## src/logic/scth_defs.svh

```systemverilog
// register offsets, field positions, reset values for the scaler task handler
`ifndef SCTH_DEFS_SVH
`define SCTH_DEFS_SVH

`define SCTH_ADDR_TASK_CTL_A  8'h90
`define SCTH_ADDR_IN_FMT_A    8'h91
`define SCTH_ADDR_TASK_CTL_B  8'hc0
`define SCTH_ADDR_IN_FMT_B    8'hc1

`define SCTH_TASK_CTL_RESET   8'h00
`define SCTH_IN_FMT_RESET     8'h08

`define SCTH_TRIG_MSB         1
`define SCTH_TRIG_LSB         0
`define SCTH_REPEAT_BIT       2
`define SCTH_SKIP_MSB         5
`define SCTH_SKIP_LSB         3
`define SCTH_OFID_SEL_BIT     6
`define SCTH_D7_POL_BIT       7

`define SCTH_SAMPLING_BIT     0
`define SCTH_CHROMA_MSB       2
`define SCTH_CHROMA_LSB       1
`define SCTH_PACING_BIT       3
`define SCTH_SRC_MSB          5
`define SCTH_SRC_LSB          4
`define SCTH_HOLD_FV_BIT      6
`define SCTH_V_POL_BIT        7

`define SCTH_TRIG_IMMEDIATE   2'h0
`define SCTH_TRIG_VSYNC       2'h1
`define SCTH_SRC_DECODER      2'h0
`define SCTH_SRC_XPORT_YUV    2'h1
`define SCTH_SRC_RAW_CVBS     2'h2
`define SCTH_SRC_XPORT_RAW    2'h3

`endif

```

## src/logic/scth_pkg.sv

```systemverilog
// types for the scaler task handler
package scth_pkg;

  typedef enum logic [1:0] {PH_WAIT, PH_SKIP, PH_RUN} scth_phase_t;

  typedef struct packed {
    logic [7:0] taskCtl;
    logic [7:0] inFmt;
  } scth_set_t;

  typedef struct packed {
    logic        valid;
    logic [15:0] data;
  } scth_word_t;

  typedef struct packed {
    scth_set_t   setA;
    scth_set_t   setB;
    scth_set_t   act;
    logic        actSel;
    scth_phase_t phase;
    logic [2:0]  skipLeft;
    logic        repeatDone;
    logic        taskStart;
    logic        taskFlag;
    logic        taskFlagOut;
    logic        outFieldId;
    logic        savD7;
    logic        savF;
    logic        savV;
    logic        vGate;
    logic [7:0]  rdData;
    logic        rdValid;
    logic        prevVsync;
    scth_word_t  outWord;
    scth_word_t  skid;
    logic        readyDec;
    logic        readyRaw;
    logic        readyXp;
    logic        xpRequest;
  } scth_state_t;

endpackage

```

## src/logic/scth_task_handler.sv

```systemverilog
// scaler task event handler, input source select and two-entry input buffer
`include "scth_defs.svh"

module scth_task_handler (
  input  wire logic        clk,
  input  wire logic        reset,
  input  wire logic [7:0]  regAddr,
  input  wire logic [7:0]  regWrData,
  input  wire logic        regWrite,
  input  wire logic        regRead,
  output logic      [7:0]  regRdData,
  output logic             regRdValid,
  input  wire logic        vsync,
  input  wire logic        fieldIdIn,
  input  wire logic        taskDone,
  input  wire logic        procField,
  input  wire logic        procVGate,
  input  wire logic        outLineStart,
  input  wire logic        expansionRequestEnable,
  output logic             taskStart,
  output logic             activeSetB,
  output logic             outFieldId,
  output logic             taskFlag,
  output logic             savD7,
  output logic             savF,
  output logic             savV,
  output logic             verticalGateOutput,
  output logic             inputSamplingScheme,
  output logic      [1:0]  chromaLineRate,
  output logic      [1:0]  inputSourceSelect,
  output logic             continuousStream,
  output logic             expansionRequest,
  input  wire logic        decValid,
  input  wire logic [15:0] decData,
  output logic             decReady,
  input  wire logic        rawValid,
  input  wire logic [15:0] rawData,
  output logic             rawReady,
  input  wire logic        xpValid,
  input  wire logic [15:0] xpData,
  output logic             xpReady,
  output logic             scalerValid,
  output logic      [15:0] scalerData,
  input  wire logic        scalerReady
);

  scth_pkg::scth_state_t st;
  scth_pkg::scth_state_t next_st;

  // trigger decision for the active set
  function automatic logic trigger_hit(input logic [1:0] code, input logic vsEdge,
                                       input logic fid);
    if (code == `SCTH_TRIG_IMMEDIATE)
      trigger_hit = 1'b1;
    else if (code == `SCTH_TRIG_VSYNC)
      trigger_hit = vsEdge;
    else
      trigger_hit = vsEdge && (fid == code[0]);
  endfunction

  // source field of a format byte
  function automatic logic [1:0] source_of(input logic [7:0] fmt);
    source_of = fmt[`SCTH_SRC_MSB:`SCTH_SRC_LSB];
  endfunction

  // vertical flag after the polarity bit of a format byte
  function automatic logic vflag_of(input logic v, input logic [7:0] fmt);
    vflag_of = v ^ fmt[`SCTH_V_POL_BIT];
  endfunction

  // trigger field of a task control byte
  function automatic logic [1:0] trig_of(input logic [7:0] ctl);
    trig_of = ctl[`SCTH_TRIG_MSB:`SCTH_TRIG_LSB];
  endfunction

  // skip count field of a task control byte
  function automatic logic [2:0] skip_of(input logic [7:0] ctl);
    skip_of = ctl[`SCTH_SKIP_MSB:`SCTH_SKIP_LSB];
  endfunction

  // d7 polarity bit of a task control byte
  function automatic logic d7_pol_of(input logic [7:0] ctl);
    d7_pol_of = ctl[`SCTH_D7_POL_BIT];
  endfunction

  // one-hot ready owner per source code: decoder, raw channel, port
  function automatic logic [2:0] owner_of(input logic [1:0] code);
    unique case (code)
      `SCTH_SRC_DECODER:                      owner_of = 3'h4;
      `SCTH_SRC_RAW_CVBS:                     owner_of = 3'h2;
      `SCTH_SRC_XPORT_YUV, `SCTH_SRC_XPORT_RAW: owner_of = 3'h1;
    endcase
  endfunction

  // state after a task activation, task flag toggled
  function automatic scth_pkg::scth_state_t start_task(input scth_pkg::scth_state_t s);
    start_task = s;
    start_task.phase = scth_pkg::PH_RUN;
    start_task.taskStart = 1'b1;
    start_task.taskFlag = !s.taskFlag;
  endfunction

  logic             vsEdge;
  logic             accept;
  logic [15:0]      inData;
  logic             pop;
  logic [1:0]       src;
  logic             nextInReady;
  logic             paced;
  logic [2:0]       owner;

  always_comb
  begin
    next_st = st;
    next_st.taskStart = 1'b0;
    next_st.rdValid = 1'b0;
    next_st.prevVsync = vsync;
    vsEdge = vsync && !st.prevVsync;

    // register writes and reads
    if (regWrite)
    begin
      unique case (regAddr)
        `SCTH_ADDR_TASK_CTL_A: next_st.setA.taskCtl = regWrData;
        `SCTH_ADDR_IN_FMT_A:   next_st.setA.inFmt = regWrData;
        `SCTH_ADDR_TASK_CTL_B: next_st.setB.taskCtl = regWrData;
        `SCTH_ADDR_IN_FMT_B:   next_st.setB.inFmt = regWrData;
        default: ;
      endcase
    end
    if (regRead)
    begin
      next_st.rdValid = 1'b1;
      unique case (regAddr)
        `SCTH_ADDR_TASK_CTL_A: next_st.rdData = st.setA.taskCtl;
        `SCTH_ADDR_IN_FMT_A:   next_st.rdData = st.setA.inFmt;
        `SCTH_ADDR_TASK_CTL_B: next_st.rdData = st.setB.taskCtl;
        `SCTH_ADDR_IN_FMT_B:   next_st.rdData = st.setB.inFmt;
        default:               next_st.rdData = 8'h00;
      endcase
    end

    // active parameters follow the selected set
    next_st.act = st.actSel ? next_st.setB : next_st.setA;

    // event handler sequence
    unique case (st.phase)
      scth_pkg::PH_WAIT:
      begin
        if (trigger_hit(trig_of(st.act.taskCtl), vsEdge, fieldIdIn))
        begin
          next_st.skipLeft = skip_of(st.act.taskCtl);
          if (skip_of(st.act.taskCtl) == 3'h0)
          begin
            next_st = start_task(next_st);
          end
          else
            next_st.phase = scth_pkg::PH_SKIP;
        end
      end
      scth_pkg::PH_SKIP:
      begin
        if (vsEdge)
        begin
          next_st.skipLeft = st.skipLeft - 3'h1;
          if (st.skipLeft == 3'h1)
          begin
            next_st = start_task(next_st);
          end
        end
      end
      scth_pkg::PH_RUN:
      begin
        if (taskDone)
        begin
          if (st.act.taskCtl[`SCTH_REPEAT_BIT] && !st.repeatDone)
          begin
            next_st.repeatDone = 1'b1;
            next_st.taskStart = 1'b1;
          end
          else
          begin
            next_st.repeatDone = 1'b0;
            next_st.actSel = !st.actSel;
            next_st.act = st.actSel ? next_st.setA : next_st.setB;
            next_st.phase = scth_pkg::PH_WAIT;
          end
        end
      end
      // illegal phase code falls back to waiting
      default: next_st.phase = scth_pkg::PH_WAIT;
    endcase

    // field id and SAV/EAV flag bits
    next_st.taskFlagOut = next_st.taskFlag ^ d7_pol_of(next_st.act.taskCtl);
    next_st.savD7 = !d7_pol_of(next_st.act.taskCtl);
    next_st.outFieldId = next_st.act.taskCtl[`SCTH_OFID_SEL_BIT]
                         ? next_st.taskFlag : fieldIdIn;
    if (!next_st.act.inFmt[`SCTH_HOLD_FV_BIT] || outLineStart)
    begin
      next_st.savF = procField;
      next_st.savV = vflag_of(procVGate, next_st.act.inFmt);
    end
    next_st.vGate = vflag_of(procVGate, next_st.act.inFmt);

    // source mux into the two-entry buffer
    accept = 1'b0;
    inData = decData;
    if (st.readyDec && decValid)
    begin
      accept = 1'b1;
      inData = decData;
    end
    else if (st.readyRaw && rawValid)
    begin
      accept = 1'b1;
      inData = rawData;
    end
    else if (st.readyXp && xpValid)
    begin
      accept = 1'b1;
      inData = xpData;
    end
    pop = st.outWord.valid && scalerReady;
    if (!st.outWord.valid || pop)
    begin
      if (st.skid.valid)
      begin
        next_st.outWord = st.skid;
        next_st.skid.valid = accept;
        next_st.skid.data = accept ? inData : st.skid.data;
      end
      else
      begin
        next_st.outWord.valid = accept;
        next_st.outWord.data = accept ? inData : st.outWord.data;
      end
    end
    else if (accept)
    begin
      next_st.skid.valid = 1'b1;
      next_st.skid.data = inData;
    end

    nextInReady = !next_st.skid.valid;
    src = source_of(next_st.act.inFmt);
    owner = owner_of(src);
    next_st.readyDec = nextInReady && owner[2];
    next_st.readyRaw = nextInReady && owner[1];
    next_st.readyXp = nextInReady && owner[0];
    paced = !next_st.act.inFmt[`SCTH_PACING_BIT] && expansionRequestEnable;
    next_st.xpRequest = paced && next_st.readyXp;
  end

  always_ff @(posedge clk)
  begin
    if (reset)
    begin
      st <= '0;
      st.setA <= '{`SCTH_TASK_CTL_RESET, `SCTH_IN_FMT_RESET};
      st.setB <= '{`SCTH_TASK_CTL_RESET, `SCTH_IN_FMT_RESET};
      st.act <= '{`SCTH_TASK_CTL_RESET, `SCTH_IN_FMT_RESET};
      st.phase <= scth_pkg::PH_WAIT;
      st.savD7 <= 1'b1;
    end
    else
      st <= next_st;
  end

  // outputs straight from state
  assign regRdData           = st.rdData;
  assign regRdValid          = st.rdValid;
  assign taskStart           = st.taskStart;
  assign activeSetB          = st.actSel;
  assign outFieldId          = st.outFieldId;
  assign taskFlag            = st.taskFlagOut;
  assign savD7               = st.savD7;
  assign savF                = st.savF;
  assign savV                = st.savV;
  assign verticalGateOutput  = st.vGate;
  assign inputSamplingScheme = st.act.inFmt[`SCTH_SAMPLING_BIT];
  assign chromaLineRate      = st.act.inFmt[`SCTH_CHROMA_MSB:`SCTH_CHROMA_LSB];
  assign inputSourceSelect   = source_of(st.act.inFmt);
  assign continuousStream    = st.act.inFmt[`SCTH_PACING_BIT];
  assign expansionRequest    = st.xpRequest;
  assign decReady            = st.readyDec;
  assign rawReady            = st.readyRaw;
  assign xpReady             = st.readyXp;
  assign scalerValid         = st.outWord.valid;
  assign scalerData          = st.outWord.data;

endmodule // scth_task_handler

```

## config.mk

```make
export PLATFORM = sky130hd
export DESIGN_NAME = scth_task_handler
export DESIGN_NICKNAME = d
export VERILOG_FILES = /design/src/logic/scth_pkg.sv /design/src/logic/scth_task_handler.sv
export VERILOG_INCLUDE_DIRS = /design/src /design/src/logic
export SDC_FILE = /design/constraint.sdc
export NUM_CORES = 1
export LEC_CHECK = 0
export BUFFER_PORTS_ARGS = -buffer_cell sky130_fd_sc_hd__buf_2
export CAP_MARGIN = 15
export CORE_MARGIN = 8
export CORE_UTILIZATION = 58
export CTS_CLUSTER_DIAMETER = 50
export CTS_CLUSTER_SIZE = 20
export DETAILED_ROUTE_END_ITERATION = 10
export GPL_TIMING_DRIVEN = 0
export PLACE_DENSITY_LB_ADDON = 0.3
export REMOVE_ABC_BUFFERS = 1
export SLEW_MARGIN = 20
export SYNTH_ARGS = -nofsm -noshare
export SYNTH_HDL_FRONTEND = slang
export SYNTH_SLANG_ARGS = --single-unit
```

## constraint.sdc

```tcl
create_clock -name clk -period 3.7 [get_ports clk]
set_input_delay 0.185 -clock clk [delete_from_list [all_inputs] [get_ports clk]]
set_output_delay 0.185 -clock clk [all_outputs]
set_load 0.005 [all_outputs]
```

==> results.cfg, run 1 <==
[power_and_ir_drop]
p_leak_uw = 0.00233
p_per_area_nw_per_um2 = 536
vdd_drop_max_v = 0.000247

[synth]
synth-simple-area-share_pct = 20.4
synth_top_family_by_area = simple AND/OR/NAND/NOR gates
synth_area_um2 = 5030
yosysSeqAreaShare_pct = 42.6
yosys_warnings = 0
synth_top_flop_cell = dfxtp_1
synth-adder-area-share_pct = 0.497
syn_avg_cell_area_um2 = 8.47
synth_cell_types = 60
synth_xor_area_share_pct = 0.174
synth_compound_gate_area_share_pct = 19.5
muxShareOfSynthArea_pct = 9.38
synth_seq_cells = 107
synthCells = 594
async_flop_share_pct = 0
synth_edf_count = 0

[floorplan]
die_y_um = 109
die_area_um2 = 11900
die_w_um = 109
start_util_pct = 58.8
io_pins = 123
coreArea_um2 = 8550
rows = 34

[clock_network]
clkSinkCount = 107
cts_tree = built
insertion_delay_ns = 0.35
hold_buffers = 0
post_cts_buffers = 0
post_cts_resize_count = 0
clkTransAtPathRegs_ns = 0.09
ctsLongestPathBuffers = 2
cts-root-buf = clkbuf_8
numCtsBuffers = 9
htree_levels = 3

[critical_path]
critPathCaptureType = register
required_ns = 3.99
cpLargestDelayFamily = simple AND/OR/NAND/NOR gates
critPathMaxStageDelay_ns = 0.66
r2r_start = st[61]$_SDFFE_PP0P_
path_cells = nor2b_1 -> a31oi_1 -> nor2_1 -> mux2i_1 -> a221oi_1 -> mux2i_1
cp_max_fo = 11
worstSetupStartpoint = st[61]$_SDFFE_PP0P_
cp.buffers_inverters = 0
crit_arrival_ns = 3.02
crit_path_start_kind = register
cp_slowest_cell = nor2_1
worstSetupPathType = reg -> reg
crit_top_cell = mux2i_1

[final_layout]
layout.nets = 750
utilization_pct = 66.5
drive_above_1_share_pct = 22.8
syn_to_final_growth_pct = 13.0
nFillCells = 741

[place]
post-dp-hpwl_um = 9350
globalplace.congestion = 0.868
io_buffers = 122

[sta]
finalHoldViolations = 0
setup_tns_ns = 0
worst_slew_pin_slew_ns = 1.13
setup_viol = 0
maxSlewViolCount = 0
fin_skew_ns = 0.00522
period_needed_ns = 2.73
max_freq_mhz = 366
post-route-period-util_pct = 73.8
rsz0062_at_grt = false
relSlewSlack_pct = 24.7

[global_routing]
antenna_found_initial = 0
overflow = 0
grt.total_usage_pct = 20.8
grt_pass1_vias = 4376
grt_pass1_wl_um = 20200
grt_start_max_net_pins = 74

[hold_path]
hp-class = in -> reg
worstHoldStart = procField

[route]
viasPerCell = 5.80
drtAntennaViolNets = 0
vias = 4533
drcViolationCount = 0
first_iter_violations = 311
wl_um = 12800
wl_per_cell_um = 16.4
drt_first_pass_iters = 7

[job]
maxCapViolations = 0

[run_status]
status = complete, no violations
[cell type report]
class	count	area (um2)	area share, %
timing repair buffer	124	656	11.5
multi-input combinational	418	2530	44.5
inverter	9	33.8	0.594
clock inverter	2	37.5	0.661
tap	108	135	2.38
clock buffer	12	145	2.55
antenna	1	2.50	0.0440
sequential	107	2140	37.7
[cell usage after synthesis (5+ instances only)]
master / instances / area, um2
nor2_1: 60 / 225
o21ai_0: 18 / 90.1
nand2_1: 91 / 342
a2bb2oi_1: 5 / 43.8
mux2i_1: 46 / 460
nor3_1: 6 / 30.0
a22oi_1: 17 / 128
nor2b_1: 7 / 43.8
buf_4: 30 / 225
or3_1: 6 / 37.5
nand3_1: 9 / 45.0
clkbuf_1: 26 / 97.6
inv_1: 8 / 30.0
dfxtp_1: 107 / 2140
nand2b_1: 7 / 43.8
a21oi_1: 64 / 320
a211oi_1: 21 / 158
[placed cells by master (no fill, tap or decap), types with 5 or more instances in the layout]
cell	synthesis	layout
a21oi_1	64	64
a2bb2oi_1	5	5
a22oi_1	17	17
nand2b_1	7	7
nor2_1	60	59
clkbuf_8	0	10
buf_2	3	121
nor2b_1	7	7
a211oi_1	21	21
nand3_1	9	9
nand2_1	91	91
inv_1	8	8
dfxtp_1	107	107
mux2i_1	46	46
or3_1	6	6
nor3_1	6	5
o21ai_0	18	18
[report_power, final]
group | switching (uW) | leakage [uW] | internal, uW
clock | 368 | 0.0000885 | 325
sequential | 102 | 0.000870 | 1310
combinational | 538 | 0.00137 | 402
total | 1010 | 0.00233 | 2040
[per-stage QoR]
step | hold slack [ns] | power, uW | instances | instance area (um2) | setup slack, ns
global route | 0.0722 | 3220 | 780 | 5680 | 0.731
finish | 0.0552 | 3050 | 781 | 5680 | 0.971
detailed placement | 0.434 | 2380 | 766 | 5490 | 0.898
CTS | 0.0484 | 3050 | 780 | 5680 | 0.980
global placement | 0.417 | 2320 | 764 | 5440 | 0.405
floorplan | 0.252 | 2010 | 534 | 4690 | 1.12
[sequential cells by signal (all words and copies together) (netlist names), 2 cells and up]
| register | count |
|---|---|
| st | 63 |
| scalerData | 16 |
| regRdData | 8 |
| chromaLineRate | 2 |
| inputSourceSelect | 2 |
[tightest hold or removal path: cells and delay by family]
kind	cells	cell delay (ns)
buffers and inverters	1	0.07
and+or+nand+nor	1	0.07
muxes	1	0.05
[per-layer routing]
layer | routed length [um] | track usage (%)
met3 | 962 | 3.96
met5 | 0 | 0
met4 | 299 | 9.38
met2 | 6160 | 36.4
met1 | 5390 | 24.1
[worst paths after layout]
path	endpoint	slack, ns	cells past startpoint
worst max register to register	outFieldId$_SDFF_PP0_	0.97	6
worst max-delay path	outFieldId$_SDFF_PP0_	0.97	6
worst min register to register	st[58]$_SDFFE_PP0P_	0.46	2
worst min-delay path	savF$_SDFFE_PP0P_	0.06	3
[kinds of logic (layout without fill, tap and decap cells)]
logic type,Yosys count,after routing
AND/OR/NAND/NOR,215,215
AO/OA/AOI/OAI,153,153
flip-flops,107,107
buffers and inverters,69,147
multiplexers,47,47
adder cells (fa/ha/maj),2,2
XOR/XNOR,1,1
other,0,1
Note: power is estimated with default switching activity, not from simulation.
==> inputs of run 2 (changes only) <==
--- a/config.mk
+++ b/config.mk
@@ -6,10 +6,11 @@
 export SDC_FILE = /design/constraint.sdc
 export NUM_CORES = 1
 export LEC_CHECK = 0
+export ABC_AREA = 1
 export BUFFER_PORTS_ARGS = -buffer_cell sky130_fd_sc_hd__buf_2
 export CAP_MARGIN = 15
 export CORE_MARGIN = 8
-export CORE_UTILIZATION = 58
+export CORE_UTILIZATION = 49
 export CTS_CLUSTER_DIAMETER = 50
 export CTS_CLUSTER_SIZE = 20
 export DETAILED_ROUTE_END_ITERATION = 10
==> constraint.sdc (replaced) <==
create_clock -name clk -period 2.26 [get_ports clk]
set_input_delay 0.113 -clock clk [delete_from_list [all_inputs] [get_ports clk]]
set_output_delay 0.113 -clock clk [all_outputs]
set_load 0.005 [all_outputs]
==> run 2 against run 1 <==
Against the previous run: flip-flop and latch count did not move; clock power rose by 77%; register-to-register slack got worse by 0.61 ns; synthesized cell count rose by 29%; synthesized area rose by 6.0%.
==> results.cfg, run 2 <==
[run_status]
status = complete, no violations

[synth]
yosysSeqAreaShare_pct = 40.2
synth_seq_cells = 107
synth_edf_count = 0
synth_cell_types = 40
synth_common_cells = nand2_1, inv_1, dfxtp_1
synthCells = 769
syn_avg_cell_area_um2 = 6.93
synth.area.top_cells = dfxtp_1, nand2_1, inv_1, o21ai_0, nor2_1
yosysMostFrequentCell = nand2_1
yosys.area.top_type_share_pct = 40.2
yosysTopAreaCell = dfxtp_1
yosys_warnings = 0
synth_area_um2 = 5330
synth_top_flop_cell = dfxtp_1
async_flop_share_pct = 0

[critical_path]
critPathMaxStageDelay_ns = 0.40
cp_max_fo = 32
critPathCaptureType = register
crit_path_start_kind = register
cpLargestDelayFamily = simple AND/OR/NAND/NOR gates
cp.buffers_inverters = 1
crit_arrival_ns = 2.13
path_cells = nand2_2 -> nand3_1 -> nand2_1 -> clkinvlp_4 -> o21ai_0 -> a21oi_1
cp_slowest_cell = clkinvlp_4
worstSetupPathType = reg -> reg
required_ns = 2.50

[floorplan]
die_y_um = 120
rows = 38
io_pins = 123
start_util_pct = 49.6
die_w_um = 120
die_area_um2 = 14500
coreArea_um2 = 10700

[sta]
max_freq_mhz = 528
period_needed_ns = 1.90
rsz0062_at_grt = false
fin_skew_ns = 0.0117
setup_viol = 0
maxSlewViolCount = 0
hold_slack_ns = 0.0271
finalWorstSetupSlack_ns = 0.365
setup_tns_ns = 0
finalHoldViolations = 0
post-route-period-util_pct = 83.9
worst_slew_pin_slew_ns = 0.992
relSlewSlack_pct = 33.8

[route]
drtAntennaViolNets = 0
wl_per_cell_um = 13.0
vias = 4850
first_iter_violations = 240
drt_first_pass_iters = 4
wl_um = 12900
viasPerCell = 4.89
drcViolationCount = 0

[final_layout]
n_antenna_cell = 0
mostFrequentLayoutCell = nand2_1
top_register = st
layout.nets = 927
syn_to_final_growth_pct = 13.0
drive_above_1_share_pct = 20.9
largest_reg_flops = 63
final_cell_mix = nand2_1, buf_2, inv_1, dfxtp_1, nor2_1

[clock_network]
htree_levels = 3
insertion_delay_ns = 0.37
clkSinkCount = 107
ctsLongestPathBuffers = 2
numCtsBuffers = 9
clkTransAtPathRegs_ns = 0.11
cts_tree = built
cts-root-buf = clkbuf_8
post_cts_buffers = 0

[place]
globalplace.congestion = 0.787
place_ws_ns = -0.191
io_buffers = 122
post-dp-hpwl_um = 9320

[power_and_ir_drop]
pwr-share-comb_pct = 26.7
sequentialPowerShare_pct = 47.1
switching_share_pct = 33.6
clockPowerShare_pct = 26.2
p_per_area_nw_per_um2 = 781
switching_power_uw = 1580
vdd_drop_max_v = 0.000456
p_int_uw = 3130
p_leak_uw = 0.00298

[global_routing]
grt_pass1_vias = 4529
grt.total_usage_pct = 17.9
antenna_found_initial = 0
overflow = 0
grt_pass1_wl_um = 21400
grt_start_max_net_pins = 68

[job]
maxCapViolations = 0

[hold_path]
hp-class = in -> reg
run 2: cell count changes in the layout (fill, tap and decap cells not counted), moves of 8 or more:
cell / before / now
mux2i_1: 46 / 1
inv_1: 8 / 110
o31ai_1: 3 / 16
o21ai_1: 0 / 13
a22oi_1: 17 / 0
nand2_1: 91 / 156
a21oi_1: 64 / 56
a211oi_1: 21 / 0
nand3_1: 9 / 35
nand4_1: 2 / 11
o22a_1: 0 / 8
o21ai_0: 18 / 63
nor2_1: 59 / 81
nand2_2: 0 / 10
run 2: power groups by stage:
| stage | combinational [uW] | clock [uW] | sequential [uW] |
|---|---|---|---|
| 6_report | 1260 | 1230 | 2220 |
| 5_1_grt | 1440 | 1350 | 2250 |
| 3_5_place_dp | 1270 | 0 | 2260 |
| 3_3_place_gp | 1240 | 0 | 2250 |
| 2_1_floorplan | 767 | 0 | 2260 |
| 4_1_cts | 1270 | 1270 | 2220 |
run 2: cell families after synthesis:
kind of cell | count (synthesis) | share of synthesized area [%]
xor gates and xnor gates | 1 | 0.164
adders and majority gates | 2 | 0.469
and+or+nand+nor | 316 | 26.5
muxes | 1 | 0.188
AOI/OAI and AO/OA | 166 | 17.6
buffers and inverters | 176 | 14.9
DFF | 107 | 40.2
run 2: worst reg2reg max path, stage by stage, from the launching register on:
cell	delay [ns]
dfxtp_1	0.34
nand2_2	0.27
nand3_1	0.21
nand2_1	0.17
clkinvlp_4	0.40
o21ai_0	0.33
a21oi_1	0.07
run 2: layer usage:
layer	up-vias	wire (um)	GRT usage, %
li1	2572	-	-
met1	2121	5960	21.9
met2	150	5760	29.5
met3	7	1080	6.48
met4	0	91	3.98
met5	-	0	0
run 2: what timing repair did:
item | 4_1_cts | 5_1_grt
setup endpoints to repair | 16 | 16
resized for setup | 1 | 2
pin swaps | 0 | 0
hold buffers | 2 | 0
endpoints found under the hold margin | 2 | 0
run 2: cell type report:
| type | count | area, um2 |
|---|---|---|
| Timing Repair Buffer | 125 | 648 |
| Tap cell | 140 | 175 |
| Clock inverter | 6 | 72.6 |
| Inverter | 117 | 443 |
| Sequential cell | 107 | 2140 |
| Clock buffer | 10 | 138 |
| Multi-Input combinational cell | 486 | 2410 |
| Fill cell | 1116 | 4720 |
run 2: stage by stage:
| stage | power [uW] | instance area, um2 | std cells | utilization [%] |
|---|---|---|---|---|
| after floorplan | 3030 | 4970 | 710 | - |
| after global placement | 3490 | 5760 | 972 | 53.6 |
| after detailed placement | 3520 | 5790 | 973 | 53.9 |
| after CTS | 4760 | 6020 | 991 | 56.0 |
| after global routing | 5030 | 6030 | 991 | 56.1 |
| final | 4710 | 6030 | 991 | 56.1 |
run 2: path summary, 6_finish.rpt:
check | cells after the start | start | slack [ns] | to
min reg2reg | 2 | regRdData[2]$_SDFFE_PP0P_ | 0.47 | regRdData[2]$_SDFFE_PP0P_
max reg2reg | 6 | decReady$_SDFF_PP0_ | 0.36 | st[7]$_SDFFE_PP0P_
max | 6 | decReady$_SDFF_PP0_ | 0.36 | st[7]$_SDFFE_PP0P_
min | 3 | regWrData[5] | 0.03 | st[92]$_SDFF_PP0_
